==> src/bl_defs.vh <==
// Constants for the backlight driver control register bank
`ifndef BL_DEFS_VH
`define BL_DEFS_VH
`define BL_OFS_SOFT_RESET 8'h01
`define BL_OFS_ENABLE     8'h10
`define BL_OFS_BRT_CTRL   8'h11
`define BL_OFS_CODE_HI    8'h19
`define BL_OFS_CODE_LO    8'h1a
`define BL_OFS_MAXCUR     8'h1b
`define BL_OFS_FAULT      8'h1f
`define BL_SRST_BIT       0
`define BL_EN_HI          3
`define BL_EN_LO          0
`define BL_DEV_EN_BIT     0
`define BL_STR_HI         3
`define BL_STR_LO         1
`define BL_MODE_HI        6
`define BL_MODE_LO        5
`define BL_RAMP_BIT       4
`define BL_NIB_HI         3
`define BL_NIB_LO         0
`define BL_MAXCUR_HI      1
`define BL_MAXCUR_LO      0
`define BL_RST_ENABLE     4'hf
`define BL_RST_MODE       2'h3
`define BL_RST_RAMP       1'h0
`define BL_RST_CODE_HI    8'hff
`define BL_RST_CODE_LO    4'hf
`define BL_RST_MAXCUR     2'h0
`define BL_RSV_SRST       7'h00
`define BL_RSV_ENABLE     4'h1
`define BL_RSV_BRT_TOP    1'h0
`define BL_RSV_BRT_LOW    4'h5
`define BL_RSV_CODE_LO    4'hf
`define BL_RSV_MAXCUR     6'h00
`define BL_RSV_FAULT      3'h0
`define BL_RD_NONE        8'h00
`define BL_MODE_REG       2'h0
`define BL_MODE_PWM       2'h1
`define BL_CODE_ZERO      12'h000
`define BL_CLK_PERIOD_NS  5
`define BL_NS_PER_US      1000
`define BL_RAMP_FAST_US   128
`define BL_RAMP_SLOW_US   1024
`define BL_RAMP_STEP      12'h002
`define BL_LPF_SHIFT      6
`define BL_I2C_ADDR       7'h2c
`define BL_BYTE_BITS      4'h8
`endif

==> src/bl_pwm_lpf.v <==
// PWM duty-cycle estimator using a first-order digital low-pass filter
`timescale 1ns/100ps
`include "bl_defs.vh"
module bl_pwm_lpf (
  input  wire        clk,    // System clock
  input  wire        rst_n,  // Synchronous reset, active low
  input  wire        ce,     // Clock enable
  input  wire        pwm,    // PWM input level
  output wire [11:0] duty    // Filtered duty, full scale 4095
);
  reg  [15:0] acc_r;
  wire [15:0] rise_d = 16'hffff - acc_r;
  wire [15:0] rise_s = rise_d >> `BL_LPF_SHIFT;
  wire [15:0] fall_s = acc_r >> `BL_LPF_SHIFT;
  // Minimum step of one so the filter settles exactly at both rails
  wire [15:0] inc = (rise_s == 16'h0000) ? {15'h0000, |rise_d} : rise_s;
  wire [15:0] dec = (fall_s == 16'h0000) ? {15'h0000, |acc_r} : fall_s;

  always @(posedge clk) begin
    if (!rst_n) begin
      acc_r <= 16'h0000;
    end else if (ce) begin
      if (pwm) begin
        acc_r <= acc_r + inc;
      end else begin
        acc_r <= acc_r - dec;
      end
    end
  end

  assign duty = acc_r[15:4];
endmodule // bl_pwm_lpf

==> src/bl_ramp.v <==
// Brightness ramp stepper moving the active level toward its target
`timescale 1ns/100ps
`include "bl_defs.vh"
module bl_ramp #(
  parameter [17:0] FAST_CYC = 18'h0_6400,
  parameter [17:0] SLOW_CYC = 18'h3_2000
) (
  input  wire        clk,      // System clock
  input  wire        rst_n,    // Synchronous reset, active low
  input  wire        ce,       // Clock enable
  input  wire        ramp_en,  // Ramp active
  input  wire        fast,     // Short step period selected
  input  wire [11:0] target,   // Requested brightness
  output wire [11:0] level     // Ramped brightness
);
  reg  [17:0] tmr_r;
  reg  [11:0] lvl_r;
  wire [17:0] period = fast ? FAST_CYC : SLOW_CYC;
  wire [11:0] up_gap = target - lvl_r;
  wire [11:0] dn_gap = lvl_r - target;
  reg  [11:0] lvl_nxt;

  always @* begin
    if (target > lvl_r) begin
      lvl_nxt = (up_gap < `BL_RAMP_STEP) ? target : lvl_r + `BL_RAMP_STEP;
    end else begin
      lvl_nxt = (dn_gap < `BL_RAMP_STEP) ? target : lvl_r - `BL_RAMP_STEP;
    end
  end

  always @(posedge clk) begin
    if (!rst_n) begin
      tmr_r <= 18'h0_0000;
      lvl_r <= `BL_CODE_ZERO;
    end else if (ce) begin
      if (!ramp_en) begin
        tmr_r <= 18'h0_0000;
        lvl_r <= target;
      end else if (lvl_r == target) begin
        tmr_r <= 18'h0_0000;
      end else if (tmr_r >= period - 18'h0_0001) begin
        tmr_r <= 18'h0_0000;
        lvl_r <= lvl_nxt;
      end else begin
        tmr_r <= tmr_r + 18'h0_0001;
      end
    end
  end

  assign level = lvl_r;
endmodule // bl_ramp

==> src/bl_ctrl_top.v <==
// Backlight driver control registers, serial slave and operating state
`timescale 1ns/100ps
`include "bl_defs.vh"
module bl_ctrl_top #(
  parameter [6:0] I2C_ADDR      = `BL_I2C_ADDR, // Arbitrary slave address
  parameter       RAMP_FAST_CYC = `BL_RAMP_FAST_US * `BL_NS_PER_US
                                  / `BL_CLK_PERIOD_NS,
  parameter       RAMP_SLOW_CYC = `BL_RAMP_SLOW_US * `BL_NS_PER_US
                                  / `BL_CLK_PERIOD_NS
) (
  input  wire        MCLK,                   // 200 MHz clock
  input  wire        NRST,                   // Sync reset, active low
  input  wire        CE,                     // Clock enable
  input  wire        HARDWARE_ENABLE_PIN,    // Master enable pin
  input  wire        PWM_IN,                 // PWM dimming input
  input  wire        SCL_IN,                 // Serial clock
  input  wire        SDA_IN,                 // Serial data level
  output wire        SDA_OUT,                // Serial data drive value
  output wire        SDA_OE,                 // Serial data pull low
  input  wire        OPEN_FAULT_IN,          // String open detected
  input  wire        SHORT_FAULT_IN,         // LED short detected
  input  wire        THERMAL_SHUTDOWN_FAULT, // Over-temperature
  input  wire        OVERCURRENT_FAULT,      // Switch current limit
  input  wire        OVERVOLTAGE_FAULT,      // Output overvoltage
  output wire [1:0]  OP_STATE,               // 0 off,1 standby,2 drive,3 boost
  output wire        SHUTDOWN,               // Low-power shutdown
  output wire        BOOST_EN,               // Boost converter run
  output wire [2:0]  STRING_SINK_EN,         // Sinks three..one enable
  output wire [11:0] LED_LEVEL,              // Brightness code to sinks
  output wire [1:0]  MAX_CUR_SEL,            // Maximum string current
  output wire [1:0]  BRIGHT_MODE             // Active brightness mode
);
  localparam [1:0] OP_OFF     = 2'h0;
  localparam [1:0] OP_STANDBY = 2'h1;
  localparam [1:0] OP_DRIVE   = 2'h2;
  localparam [1:0] OP_BOOST   = 2'h3;

  localparam [2:0] S_IDLE = 3'h0;
  localparam [2:0] S_RX   = 3'h1;
  localparam [2:0] S_ACK  = 3'h2;
  localparam [2:0] S_TX   = 3'h3;
  localparam [2:0] S_RACK = 3'h4;

  localparam [1:0] K_ADDR = 2'h0;
  localparam [1:0] K_PTR  = 2'h1;
  localparam [1:0] K_DATA = 2'h2;

  // Serial slave state
  reg  [2:0]  st_r;
  reg  [1:0]  kind_r;
  reg  [3:0]  cnt_r;
  reg  [7:0]  sh_r;
  reg  [7:0]  ptr_r;
  reg         rw_r;
  reg         scl_q;
  reg         sda_q;
  reg         oe_r;
  reg         sda_out_r;
  reg         wr_stb_r;
  reg  [7:0]  wr_ptr_r;
  reg  [7:0]  wr_dat_r;

  // Register bank
  reg         soft_r;
  reg  [3:0]  enable_r;
  reg  [1:0]  mode_r;
  reg         ramp_r;
  reg  [7:0]  code_hi_r;
  reg  [3:0]  code_lo_r;
  reg  [11:0] code_r;
  reg  [1:0]  maxcur_r;
  reg  [4:0]  fault_r;

  // Output flops
  reg  [1:0]  op_r;
  reg         shdn_r;
  reg         boost_r;
  reg  [2:0]  sink_r;
  reg  [11:0] level_r;
  reg  [1:0]  maxcur_out_r;
  reg  [1:0]  mode_out_r;

  reg  [7:0]  rd_data;
  reg  [11:0] target;
  reg  [1:0]  op_nxt;

  wire        hold = !NRST || !HARDWARE_ENABLE_PIN || soft_r;
  wire        scl_rise = SCL_IN && !scl_q;
  wire        scl_fall = !SCL_IN && scl_q;
  wire        start = SCL_IN && scl_q && sda_q && !SDA_IN;
  wire        stop = SCL_IN && scl_q && !sda_q && SDA_IN;
  wire        byte_in = (cnt_r == `BL_BYTE_BITS);
  wire [11:0] duty;
  wire [11:0] ramp_lvl;
  wire [22:0] prod = code_r[11:1] * duty;
  wire        pwm_low = (duty == `BL_CODE_ZERO);
  wire        code_zero = (code_r == `BL_CODE_ZERO);
  wire        dev_en = enable_r[`BL_DEV_EN_BIT];
  wire [2:0]  strings = enable_r[`BL_STR_HI:`BL_STR_LO];
  wire        fast = (code_r[11:8] != 4'h0);
  wire        ramp_on = ramp_r && (mode_r != `BL_MODE_PWM);

  // Reserved positions return fixed patterns regardless of writes
  always @* begin
    case (ptr_r)
      `BL_OFS_SOFT_RESET: rd_data = {`BL_RSV_SRST, 1'b0};
      `BL_OFS_ENABLE:     rd_data = {`BL_RSV_ENABLE, enable_r};
      `BL_OFS_BRT_CTRL:   rd_data = {`BL_RSV_BRT_TOP, mode_r, ramp_r,
                                     `BL_RSV_BRT_LOW};
      `BL_OFS_CODE_HI:    rd_data = code_hi_r;
      `BL_OFS_CODE_LO:    rd_data = {`BL_RSV_CODE_LO, code_lo_r};
      `BL_OFS_MAXCUR:     rd_data = {`BL_RSV_MAXCUR, maxcur_r};
      `BL_OFS_FAULT:      rd_data = {`BL_RSV_FAULT, fault_r};
      default:            rd_data = `BL_RD_NONE;
    endcase
  end

  // Serial slave: pointer byte, then data bytes with auto-increment
  always @(posedge MCLK) begin
    if (!NRST) begin
      st_r      <= S_IDLE;
      kind_r    <= K_ADDR;
      cnt_r     <= 4'h0;
      sh_r      <= 8'h00;
      ptr_r     <= 8'h00;
      rw_r      <= 1'b0;
      scl_q     <= 1'b1;
      sda_q     <= 1'b1;
      oe_r      <= 1'b0;
      sda_out_r <= 1'b0;
      wr_stb_r  <= 1'b0;
      wr_ptr_r  <= 8'h00;
      wr_dat_r  <= 8'h00;
    end else if (CE) begin
      scl_q    <= SCL_IN;
      sda_q    <= SDA_IN;
      wr_stb_r <= 1'b0;
      if (!HARDWARE_ENABLE_PIN) begin
        st_r <= S_IDLE;
        oe_r <= 1'b0;
      end else if (start) begin
        st_r   <= S_RX;
        kind_r <= K_ADDR;
        cnt_r  <= 4'h0;
        oe_r   <= 1'b0;
      end else if (stop) begin
        st_r <= S_IDLE;
        oe_r <= 1'b0;
      end else begin
        case (st_r)
          S_RX: begin
            if (scl_rise) begin
              sh_r  <= {sh_r[6:0], SDA_IN};
              cnt_r <= cnt_r + 4'h1;
            end else if (scl_fall && byte_in) begin
              case (kind_r)
                K_ADDR: begin
                  if (sh_r[7:1] == I2C_ADDR) begin
                    rw_r   <= sh_r[0];
                    kind_r <= K_PTR;
                    oe_r   <= 1'b1;
                    st_r   <= S_ACK;
                  end else begin
                    st_r <= S_IDLE;
                  end
                end
                K_PTR: begin
                  ptr_r  <= sh_r;
                  kind_r <= K_DATA;
                  oe_r   <= 1'b1;
                  st_r   <= S_ACK;
                end
                default: begin
                  wr_stb_r <= 1'b1;
                  wr_ptr_r <= ptr_r;
                  wr_dat_r <= sh_r;
                  ptr_r    <= ptr_r + 8'h01;
                  oe_r     <= 1'b1;
                  st_r     <= S_ACK;
                end
              endcase
            end
          end
          S_ACK: begin
            if (scl_fall) begin
              if (rw_r) begin
                sh_r  <= {rd_data[6:0], 1'b0};
                oe_r  <= !rd_data[7];
                cnt_r <= 4'h1;
                ptr_r <= ptr_r + 8'h01;
                st_r  <= S_TX;
              end else begin
                cnt_r <= 4'h0;
                oe_r  <= 1'b0;
                st_r  <= S_RX;
              end
            end
          end
          S_TX: begin
            if (scl_fall) begin
              if (byte_in) begin
                oe_r <= 1'b0;
                st_r <= S_RACK;
              end else begin
                oe_r  <= !sh_r[7];
                sh_r  <= {sh_r[6:0], 1'b0};
                cnt_r <= cnt_r + 4'h1;
              end
            end
          end
          S_RACK: begin
            // Master not-acknowledge ends the read burst
            if (scl_rise && SDA_IN) begin
              st_r <= S_IDLE;
            end else if (scl_fall) begin
              sh_r  <= {rd_data[6:0], 1'b0};
              oe_r  <= !rd_data[7];
              cnt_r <= 4'h1;
              ptr_r <= ptr_r + 8'h01;
              st_r  <= S_TX;
            end
          end
          default: begin
            st_r <= S_IDLE;
            oe_r <= 1'b0;
          end
        endcase
      end
    end
  end

  // Register bank; pin low or soft reset forces defaults
  always @(posedge MCLK) begin
    if (hold) begin
      soft_r    <= 1'b0;
      enable_r  <= `BL_RST_ENABLE;
      mode_r    <= `BL_RST_MODE;
      ramp_r    <= `BL_RST_RAMP;
      code_hi_r <= `BL_RST_CODE_HI;
      code_lo_r <= `BL_RST_CODE_LO;
      code_r    <= {`BL_RST_CODE_HI, `BL_RST_CODE_LO};
      maxcur_r  <= `BL_RST_MAXCUR;
      fault_r   <= 5'h00;
    end else if (CE) begin
      fault_r <= {OPEN_FAULT_IN, SHORT_FAULT_IN, THERMAL_SHUTDOWN_FAULT,
                  OVERCURRENT_FAULT, OVERVOLTAGE_FAULT};
      if (wr_stb_r) begin
        // Only defined fields are stored; reserved bits are dropped
        case (wr_ptr_r)
          `BL_OFS_SOFT_RESET: soft_r <= wr_dat_r[`BL_SRST_BIT];
          `BL_OFS_ENABLE:
            enable_r <= wr_dat_r[`BL_EN_HI:`BL_EN_LO];
          `BL_OFS_BRT_CTRL: begin
            mode_r <= wr_dat_r[`BL_MODE_HI:`BL_MODE_LO];
            ramp_r <= wr_dat_r[`BL_RAMP_BIT];
          end
          `BL_OFS_CODE_HI: begin
            code_hi_r <= wr_dat_r;
            code_r    <= {wr_dat_r, code_lo_r};
          end
          `BL_OFS_CODE_LO:
            code_lo_r <= wr_dat_r[`BL_NIB_HI:`BL_NIB_LO];
          `BL_OFS_MAXCUR:
            maxcur_r <= wr_dat_r[`BL_MAXCUR_HI:`BL_MAXCUR_LO];
          default: begin
          end
        endcase
      end
    end
  end

  bl_pwm_lpf u_lpf (
    .clk   (MCLK),
    .rst_n (!hold),
    .ce    (CE),
    .pwm   (PWM_IN),
    .duty  (duty)
  );

  // Mode decides which code sets the brightness
  always @* begin
    case (mode_r)
      `BL_MODE_REG: target = code_r;
      `BL_MODE_PWM: target = {1'b0, duty[11:1]};
      default:      target = {1'b0, prod[22:12]};
    endcase
  end

  bl_ramp #(
    .FAST_CYC (RAMP_FAST_CYC[17:0]),
    .SLOW_CYC (RAMP_SLOW_CYC[17:0])
  ) u_ramp (
    .clk     (MCLK),
    .rst_n   (!hold),
    .ce      (CE),
    .ramp_en (ramp_on),
    .fast    (fast),
    .target  (target),
    .level   (ramp_lvl)
  );

  // Operating state from enables, mode, code and filtered PWM
  always @* begin
    if (!HARDWARE_ENABLE_PIN || !dev_en) begin
      op_nxt = OP_OFF;
    end else if (strings == 3'h0) begin
      op_nxt = OP_BOOST;
    end else if ((mode_r == `BL_MODE_REG && code_zero) ||
                 (mode_r == `BL_MODE_PWM && pwm_low) ||
                 (mode_r[1] && (pwm_low || code_zero))) begin
      op_nxt = OP_STANDBY;
    end else begin
      op_nxt = OP_DRIVE;
    end
  end

  always @(posedge MCLK) begin
    if (!NRST) begin
      op_r         <= OP_OFF;
      shdn_r       <= 1'b1;
      boost_r      <= 1'b0;
      sink_r       <= 3'h0;
      level_r      <= `BL_CODE_ZERO;
      maxcur_out_r <= `BL_RST_MAXCUR;
      mode_out_r   <= `BL_RST_MODE;
    end else if (CE) begin
      op_r         <= op_nxt;
      // Standby idles at shutdown current but keeps the registers
      shdn_r       <= (op_nxt == OP_OFF) || (op_nxt == OP_STANDBY);
      boost_r      <= (op_nxt == OP_DRIVE) || (op_nxt == OP_BOOST);
      sink_r       <= (op_nxt == OP_DRIVE) ? strings : 3'h0;
      level_r      <= (op_nxt == OP_DRIVE) ? ramp_lvl : `BL_CODE_ZERO;
      maxcur_out_r <= maxcur_r;
      mode_out_r   <= mode_r;
    end
  end

  assign SDA_OUT        = sda_out_r;
  assign SDA_OE         = oe_r;
  assign OP_STATE       = op_r;
  assign SHUTDOWN       = shdn_r;
  assign BOOST_EN       = boost_r;
  assign STRING_SINK_EN = sink_r;
  assign LED_LEVEL      = level_r;
  assign MAX_CUR_SEL    = maxcur_out_r;
  assign BRIGHT_MODE    = mode_out_r;
endmodule // bl_ctrl_top

==> config.mk <==
export PLATFORM = sky130hd
export DESIGN_NAME = bl_ctrl_top
export DESIGN_NICKNAME = d
export VERILOG_FILES = /design/src/bl_pwm_lpf.v /design/src/bl_ramp.v /design/src/bl_ctrl_top.v
export VERILOG_INCLUDE_DIRS = /design/src /design/src/src
export SDC_FILE = /design/constraint.sdc
export NUM_CORES = 1
export LEC_CHECK = 0
export BUFFER_PORTS_ARGS = -buffer_cell sky130_fd_sc_hd__buf_2
export CAP_MARGIN = 15
export CORE_ASPECT_RATIO = 1.1
export CORE_MARGIN = 10
export CORE_UTILIZATION = 35
export DETAILED_ROUTE_END_ITERATION = 7
export HOLD_SLACK_MARGIN = 0.15
export SLEW_MARGIN = 10
export SYNTH_ARGS = -nofsm -noshare
export SYNTH_HDL_FRONTEND = slang
export SYNTH_HIERARCHICAL = 1
export SYNTH_SLANG_ARGS = --single-unit
==> constraint.sdc <==
create_clock -name MCLK -period 9.3 [get_ports MCLK]
set_input_delay 0.93 -clock MCLK [delete_from_list [all_inputs] [get_ports MCLK]]
set_output_delay 0.93 -clock MCLK [all_outputs]
set_load 0.01 [all_outputs]
==> results of run 1 <==
-- layer usage --
layer	routed length (microns)	up-vias
met5	0	-
met4	1090	0
met3	1640	59
met2	20000	332
met1	18500	6300
li1	-	6254
-- flip-flops by register name (all words and copies together), names as in the netlist, 5 cells and up --
name          flops
u_ramp/tmr_r     18
u_lpf/acc_r      16
LED_LEVEL        12
u_ramp/level     12
code_hi_r         8
ptr_r             8
sh_r              8
wr_dat_r          8
wr_ptr_r          8
fault_r           5
-- cells in the final DEF (no fill, tap or decap), types with 18 or more instances in the layout --
cell type,count
nand2_1,208
inv_1,168
a21oi_1,156
dfxtp_1,146
ha_1,113
nor2_1,102
fa_1,91
and2_1,77
o21ai_0,68
mux2i_1,53
nor3_1,47
nand3_1,42
nor2b_1,42
buf_2,35
xnor2_1,25
a211oi_1,23
buf_4,22
and3_1,21
nand4_1,20
xor2_1,20
nand2b_1,18
nor4_1,18
-- critical path: stages, from the launching register on --
cell	delay, ns
dfxtp_1	0.84
and2_1	0.24
fa_1	0.45
fa_1	0.53
fa_1	0.52
fa_1	0.56
inv_1	0.06
fa_1	0.53
inv_1	0.04
ha_1	0.43
and4_1	0.34
and3_1	0.23
nand3_1	0.08
o21ai_0	0.22
xnor2_1	0.10
o21ai_0	0.33
inv_1	0.09
ha_1	0.65
nand4_1	0.28
nor4_2	0.66
nor2_1	0.12
o31a_1	0.18
nor2_1	0.20
nand2_2	0.14
or2_2	0.32
o221ai_1	0.19
o31ai_1	0.11
-- stage by stage --
step                      hold WS, ns  util [%]  cell area, sq um  setup slack, ns
after floorplan                 0.427         -             14600             1.77
after global placement          0.437      36.6             15100            0.601
after detailed placement        0.442      36.6             15100            0.610
after CTS                       0.452      38.1             15700            0.572
after global routing            0.478      38.2             15700            0.157
final                           0.453      38.2             15700            0.730
-- synth_stat cells (23+ instances only) --
| master | n | share of area (%) |
|---|---|---|
| nor3_1 | 47 | 1.6 |
| ha_1 | 113 | 9.7 |
| clkbuf_1 | 73 | 1.9 |
| dfxtp_1 | 146 | 20 |
| xnor2_1 | 25 | 1.5 |
| a21oi_1 | 156 | 5.4 |
| and2_1 | 77 | 3.3 |
| nand2_1 | 208 | 5.4 |
| a211oi_1 | 23 | 1.2 |
| nor2b_1 | 42 | 1.8 |
| mux2i_1 | 53 | 3.6 |
| fa_1 | 91 | 12 |
| nor2_1 | 102 | 2.6 |
| nand3_1 | 42 | 1.4 |
| o21ai_0 | 68 | 2.3 |
| inv_1 | 168 | 4.3 |
-- area by class of cell --
type | instances | area [sq um] | share of cell area [%]
multi-input cells | 1405 | 10500 | 66.6
flip-flops and latches | 146 | 2920 | 18.6
well taps | 560 | 701 | 4.46
inverters | 169 | 634 | 4.03
clock buffers | 20 | 457 | 2.90
repair buffers | 57 | 340 | 2.16
clock inverters | 12 | 193 | 1.23
-- worst paths after layout --
kind / to / slack [ns] / depth (start not counted)
worst max-delay path: u_ramp/level[9]$_SDFFE_PN0P_ / 0.73 / 26
worst min-delay path: wr_ptr_r[7]$_SDFFE_PN0P_ / 0.45 / 2
worst max register to register: u_ramp/level[9]$_SDFFE_PN0P_ / 0.73 / 26
worst min register to register: wr_ptr_r[7]$_SDFFE_PN0P_ / 0.45 / 2
-- logic make-up (layout without fill, tap and decap cells) --
logic type / count (synthesis) / count (layout)
AO/OA/AOI/OAI: 418 / 418
XOR/XNOR: 45 / 45
AND/OR/NAND/NOR: 678 / 678
adder cells (fa/ha/maj): 204 / 204
flip-flops: 146 / 146
other: 1 / 1
multiplexers: 59 / 59
buffers and inverters: 286 / 258
-- repair_timing --
| action | CTS | global route |
|---|---|---|
| buffers inserted | 0 | 0 |
| resized for setup | 0 | 1 |
| setup endpoints to repair | 0 | 4 |
==> impl_summary.txt, run 1 <==
----------------------------------------------------
[STA]
  TNS Setup ... 0 ns
  Max-slew violations ... 0
  Setup violations, final ... 0
  Number of hold violations in the final report ... 0
  Relative slew slack ... a little over a quarter
  Max frequency ... about 120 MHz
  Minimum clock period ... 8.57 ns
  RSZ-0062 raised after global routing ... false
  Final worst path period share ... roughly 90%
  Clock skew ... roughly 0.022 ns
  Tightest Pin Transition ... 1.10 ns

[Route]
  Vias per inst ... approximately 5.5
  Total iterations of the first detailed-routing run ... 6
  Number of design rule violations left after detail routing ... 0
  Vias ... approximately 13000
  Starting DRT DRC Count ... ~800
  Total Routed Length ... 41300 microns
  Routed length per instance ... ~17 microns
  ANT nets after route ... 0

[Logic synthesis]
  Register area share after synthesis ... about 20%
  Combinational family with the most area after synthesis ... simple AND/OR/NAND/NOR gates
  Mux cell area share after synthesis ... 4.10%
  Register bit count reported by yosys ... ~150
  Synthesized area per cell ... roughly 7.9 sq um
  Post-synth EDFFs ... 0
  Post-synthesis share of cell area spent on and, or, nand and nor gates ... about 24%
  Net count of the mapped netlist ... 2053
  Number of unique standard cell types used by synthesis ... 100
  Netlist Area Pre-Place ... approximately 0.015 sq mm
  Compound-gate portion of the synthesized area ... between 10% and 20%
  Primary flip-flop cell chosen by synthesis mapping ... dfxtp_1
  Warnings, synthesis ... 6
  Synthesized instance count ... about 1800
  XOR/XNOR Fraction of Synth Area ... ~2.7%
  Adder-cell share of the synthesized area ... 22.2%
  Share of flip-flops with an asynchronous set or reset ... 0%

[Global route]
  Aggregate global-route resource usage ... 16.2%
  Via count of the first global-routing pass ... between 10000 and 15000
  First-pass GRT wire length ... a little under 70000 microns
  Met3 demand-to-capacity share in global routing ... around 2%
  Residual overflow from global routing ... 0
  Met2 GRT Util ... between 20 and 30%
  Highest-utilization routing layer at the global route stage ... met2
  Initial antenna violation count ... 0
  Maximum number of pins on one net before global-route repair ... 59
  Met1 Usage GRT ... 20.2%

[Run status]
  Run status ... completed

[Die]
  Area of the die ... approximately 0.050 sq mm
  Top-Level Pins ... 37
  Number of rows created at floorplan ... between 70 and 80
  Die width ... 215 microns
  Core outline area ... 0.0412 sq mm
  Y dimension of the die ... 234 microns
  Starting density of the core ... between 30 and 40%

[Placement]
  Routability Congestion ... 0.930
  Number of port buffers ... 35
  DP Wirelength ... about 31000 microns
  Placed cell count ... roughly 2300

[Finish]
  Fin cells ... roughly 2400
  Synth-to-layout area growth ... 7.80%
  Number of nets in the finished design ... 2012
  Share of cells above drive strength 1 ... between 8 and 9%
  Diode count ... 0
  Final-layout fill cell count ... around 4400

[Clocking]
  Number of H-tree branching levels ... 4
  TritonCTS sink count ... 146
  Root buffer selected by CTS ... clkbuf_16
  Hold Buf Count CTS ... 0
  Worst-path clk slew ... 0.07 ns
  Worst skew pair latency ... 0.44 ns
  Number of buffers inserted during clock tree synthesis ... 17
  TritonCTS clock tree ... built
  Clock buffer depth ... 2

[Worst setup path]
  CP Class ... register to register
  Arrival time at the worst endpoint ... around 9 ns
  Largest driver fanout on the critical path ... 20
  Kind of start point of the critical path ... register
  Critical path startpoint ... u_lpf/acc_r[9]$_SDFFE_PN0P_
  Worst reg2reg startpoint ... u_lpf/acc_r[9]$_SDFFE_PN0P_
  Endpoint kind of the worst setup timing path ... register
  Worst endpoint required time ... between 9 and 10 ns

[Worst hold path]
  Hold crit path type ... register to register
  Hold path startpoint ... wr_ptr_r[7]$_SDFFE_PN0P_

[Flow run]
  Maximum capacitance violations ... 0

----------------------------------------------------
Power of run 1 is left out: the tool's default activity adds up to more than one toggle a clock period on the data nets, which glitch-free logic cannot reach.
==> run 2: changes to the inputs <==
Clock period 9.3 ns to 7.41 ns, I/O delays scaled along.
==> impl_summary.txt, run 2 (same netlist as run 1, synthesis figures left out) <==
----------------------------------------------------
[Finish]
  Largest register FFs ... 18
  Commonest non-fill, non-tap cell in the layout ... nand2_1
  Largest registers ... u_ramp/tmr_r x18, u_lpf/acc_r x16
  Finished Cell Area ... 0.0177 sq mm
  Fin cells ... about 2500
  Register containing the most flip-flops in the final layout ... u_ramp/tmr_r
  Synth-to-layout area growth ... 21.6%
  Share of cells above drive strength 1 ... 22.9%
  Diode count ... 0
  Most frequent cells in the layout ... nand2_1, buf_4, inv_1
  Number of nets in the finished design ... between 2000 and 2500

[Route]
  Starting DRT DRC Count ... 803
  Total iterations of the first detailed-routing run ... 6
  Number of design rule violations left after detail routing ... 0
  Routed length per instance ... 16.9 microns
  Total Routed Length ... 42800 microns
  ANT nets after route ... 0
  Vias ... ~13000
  Vias per inst ... between 5 and 6

[Placement]
  Number of port buffers ... 35
  Routability Congestion ... ~0.9
  DP Wirelength ... around 33000 microns
  Placed standard-cell area ... around 0.016 sq mm
  Placed cell count ... between 2000 and 2500

[Clocking]
  Number of buffers inserted during clock tree synthesis ... 17
  TritonCTS clock tree ... built
  Worst skew pair latency ... ~0.44 ns
  Worst-path clk slew ... 0.07 ns
  TritonCTS sink count ... around 150
  Number of H-tree branching levels ... 4
  Clock buffer depth ... 2
  Root buffer selected by CTS ... clkbuf_16

[STA]
  TNS Setup ... 0 ns
  Number of hold violations in the final report ... 0
  Clock skew ... 0.0137 ns
  Minimum clock period ... roughly 7.2 ns
  Relative slew slack ... between 20% and 30%
  Setup violations, final ... 0
  Final Hold Slack ... about 0.46 ns
  Tightest Pin Transition ... around 1.1 ns
  Final worst path period share ... 97.4%
  Max frequency ... 139 MHz
  Max-slew violations ... 0

[Die]
  Starting density of the core ... 35.4%
  Core outline area ... about 0.04 sq mm
  Area of the die ... slightly above 0.05 sq mm
  Die width ... 215 microns
  Number of rows created at floorplan ... between 70 and 80
  Y dimension of the die ... 234 microns
  Top-Level Pins ... 37

[Flow run]
  Maximum capacitance violations ... 0

[Worst setup path]
  Largest driver fanout on the critical path ... 7
  Critical path startpoint ... code_r[3]$_SDFFE_PN1P_
  Number of cells on the worst reg-to-reg path ... 29
  Highest-delay cell along the critical path ... fa_1
  Worst endpoint required time ... slightly below 8 ns
  Arrival time at the worst endpoint ... approximately 7.5 ns
  CP Class ... register to register
  Endpoint kind of the worst setup timing path ... register
  Worst reg2reg startpoint ... code_r[3]$_SDFFE_PN1P_
  Most used cell along the critical path ... fa_1
  Delay of the slowest critical-path stage ... 0.55 ns
  Flop-to-flop setup slack ... roughly 0.19 ns
  Kind of start point of the critical path ... register
  Reg-to-reg critical path endpoint ... u_ramp/level[8]$_SDFFE_PN0P_

[Global route]
  Initial antenna violation count ... 0
  Via count of the first global-routing pass ... approximately 13000
  Residual overflow from global routing ... 0
  Aggregate global-route resource usage ... between 10% and 20%
  First-pass GRT wire length ... slightly below 70000 microns
  Maximum number of pins on one net before global-route repair ... 59

[Worst hold path]
  Hold Path Cell Cnt ... 2
  Hold crit path type ... register to register
  Hold path startpoint ... wr_dat_r[7]$_SDFFE_PN0P_
  Worst Hold Endpoint ... wr_dat_r[7]$_SDFFE_PN0P_

[Run status]
  Run status ... completed

----------------------------------------------------
[run 2: cell types whose count changed in the layout (fill, tap and decap cells not counted), sizes merged]
cell	before	now
clkinv	2	3
buf	57	221
bufinv	4	0
clkinvlp	1	3
inv	174	178
clkbuf	20	17
[run 2: cell type report]
class	instances	area, sq um
tap	560	701
sequential	146	2980
clock buffer	17	425
inverter	169	634
fill	4202	23400
multi-input combinational	1405	11100
timing repair buffer	221	1720
clock inverter	15	141
[run 2: repair_timing]
| item | in CTS | in global routing |
|---|---|---|
| pin swaps | 6 | 88 |
| resized for setup | 40 | 170 |
| hold buffers | 0 | 0 |
| setup buffers | 2 | 24 |
| endpoints found under the setup margin | 12 | 28 |
[run 2: worst max-delay path, delay by kind of cell, from the launching register on]
family	cells	cell delay (ns)
compound gates	10	2.19
fa+ha+maj	7	3.00
buf+inv	7	0.79
flops	1	0.42
simple gates	5	0.70
[run 2: metal layers]
metal	GRT usage, %	part of all wire, %	vias up
li1	-	-	6590
met1	21.0	46	6499
met2	28.9	49	243
met3	1.56	2.6	45
met4	5.12	1.7	0
met5	0	0	-
[run 2: worst max path at each step]
stage / cells past startpoint / endpoint
floorplan: 31 / u_ramp/level[9]$_SDFFE_PN0P_
global placement: 31 / u_ramp/level[10]$_SDFFE_PN0P_
detailed placement: 27 / u_ramp/level[8]$_SDFFE_PN0P_
CTS: 31 / u_ramp/level[11]$_SDFFE_PN0P_
global route: 27 / u_ramp/level[8]$_SDFFE_PN0P_
finish: 29 / u_ramp/level[8]$_SDFFE_PN0P_
[run 2: through the flow]
step / setup slack, ns / util (%)
detailed placement: -0.355 / 39.2
global route: -0.146 / 43.1
finish: 0.191 / 43.1
floorplan: 0.00194 / -
CTS: 0.00692 / 41.0
global placement: -0.282 / 39.2
Power of run 2 is left out for the same reason.
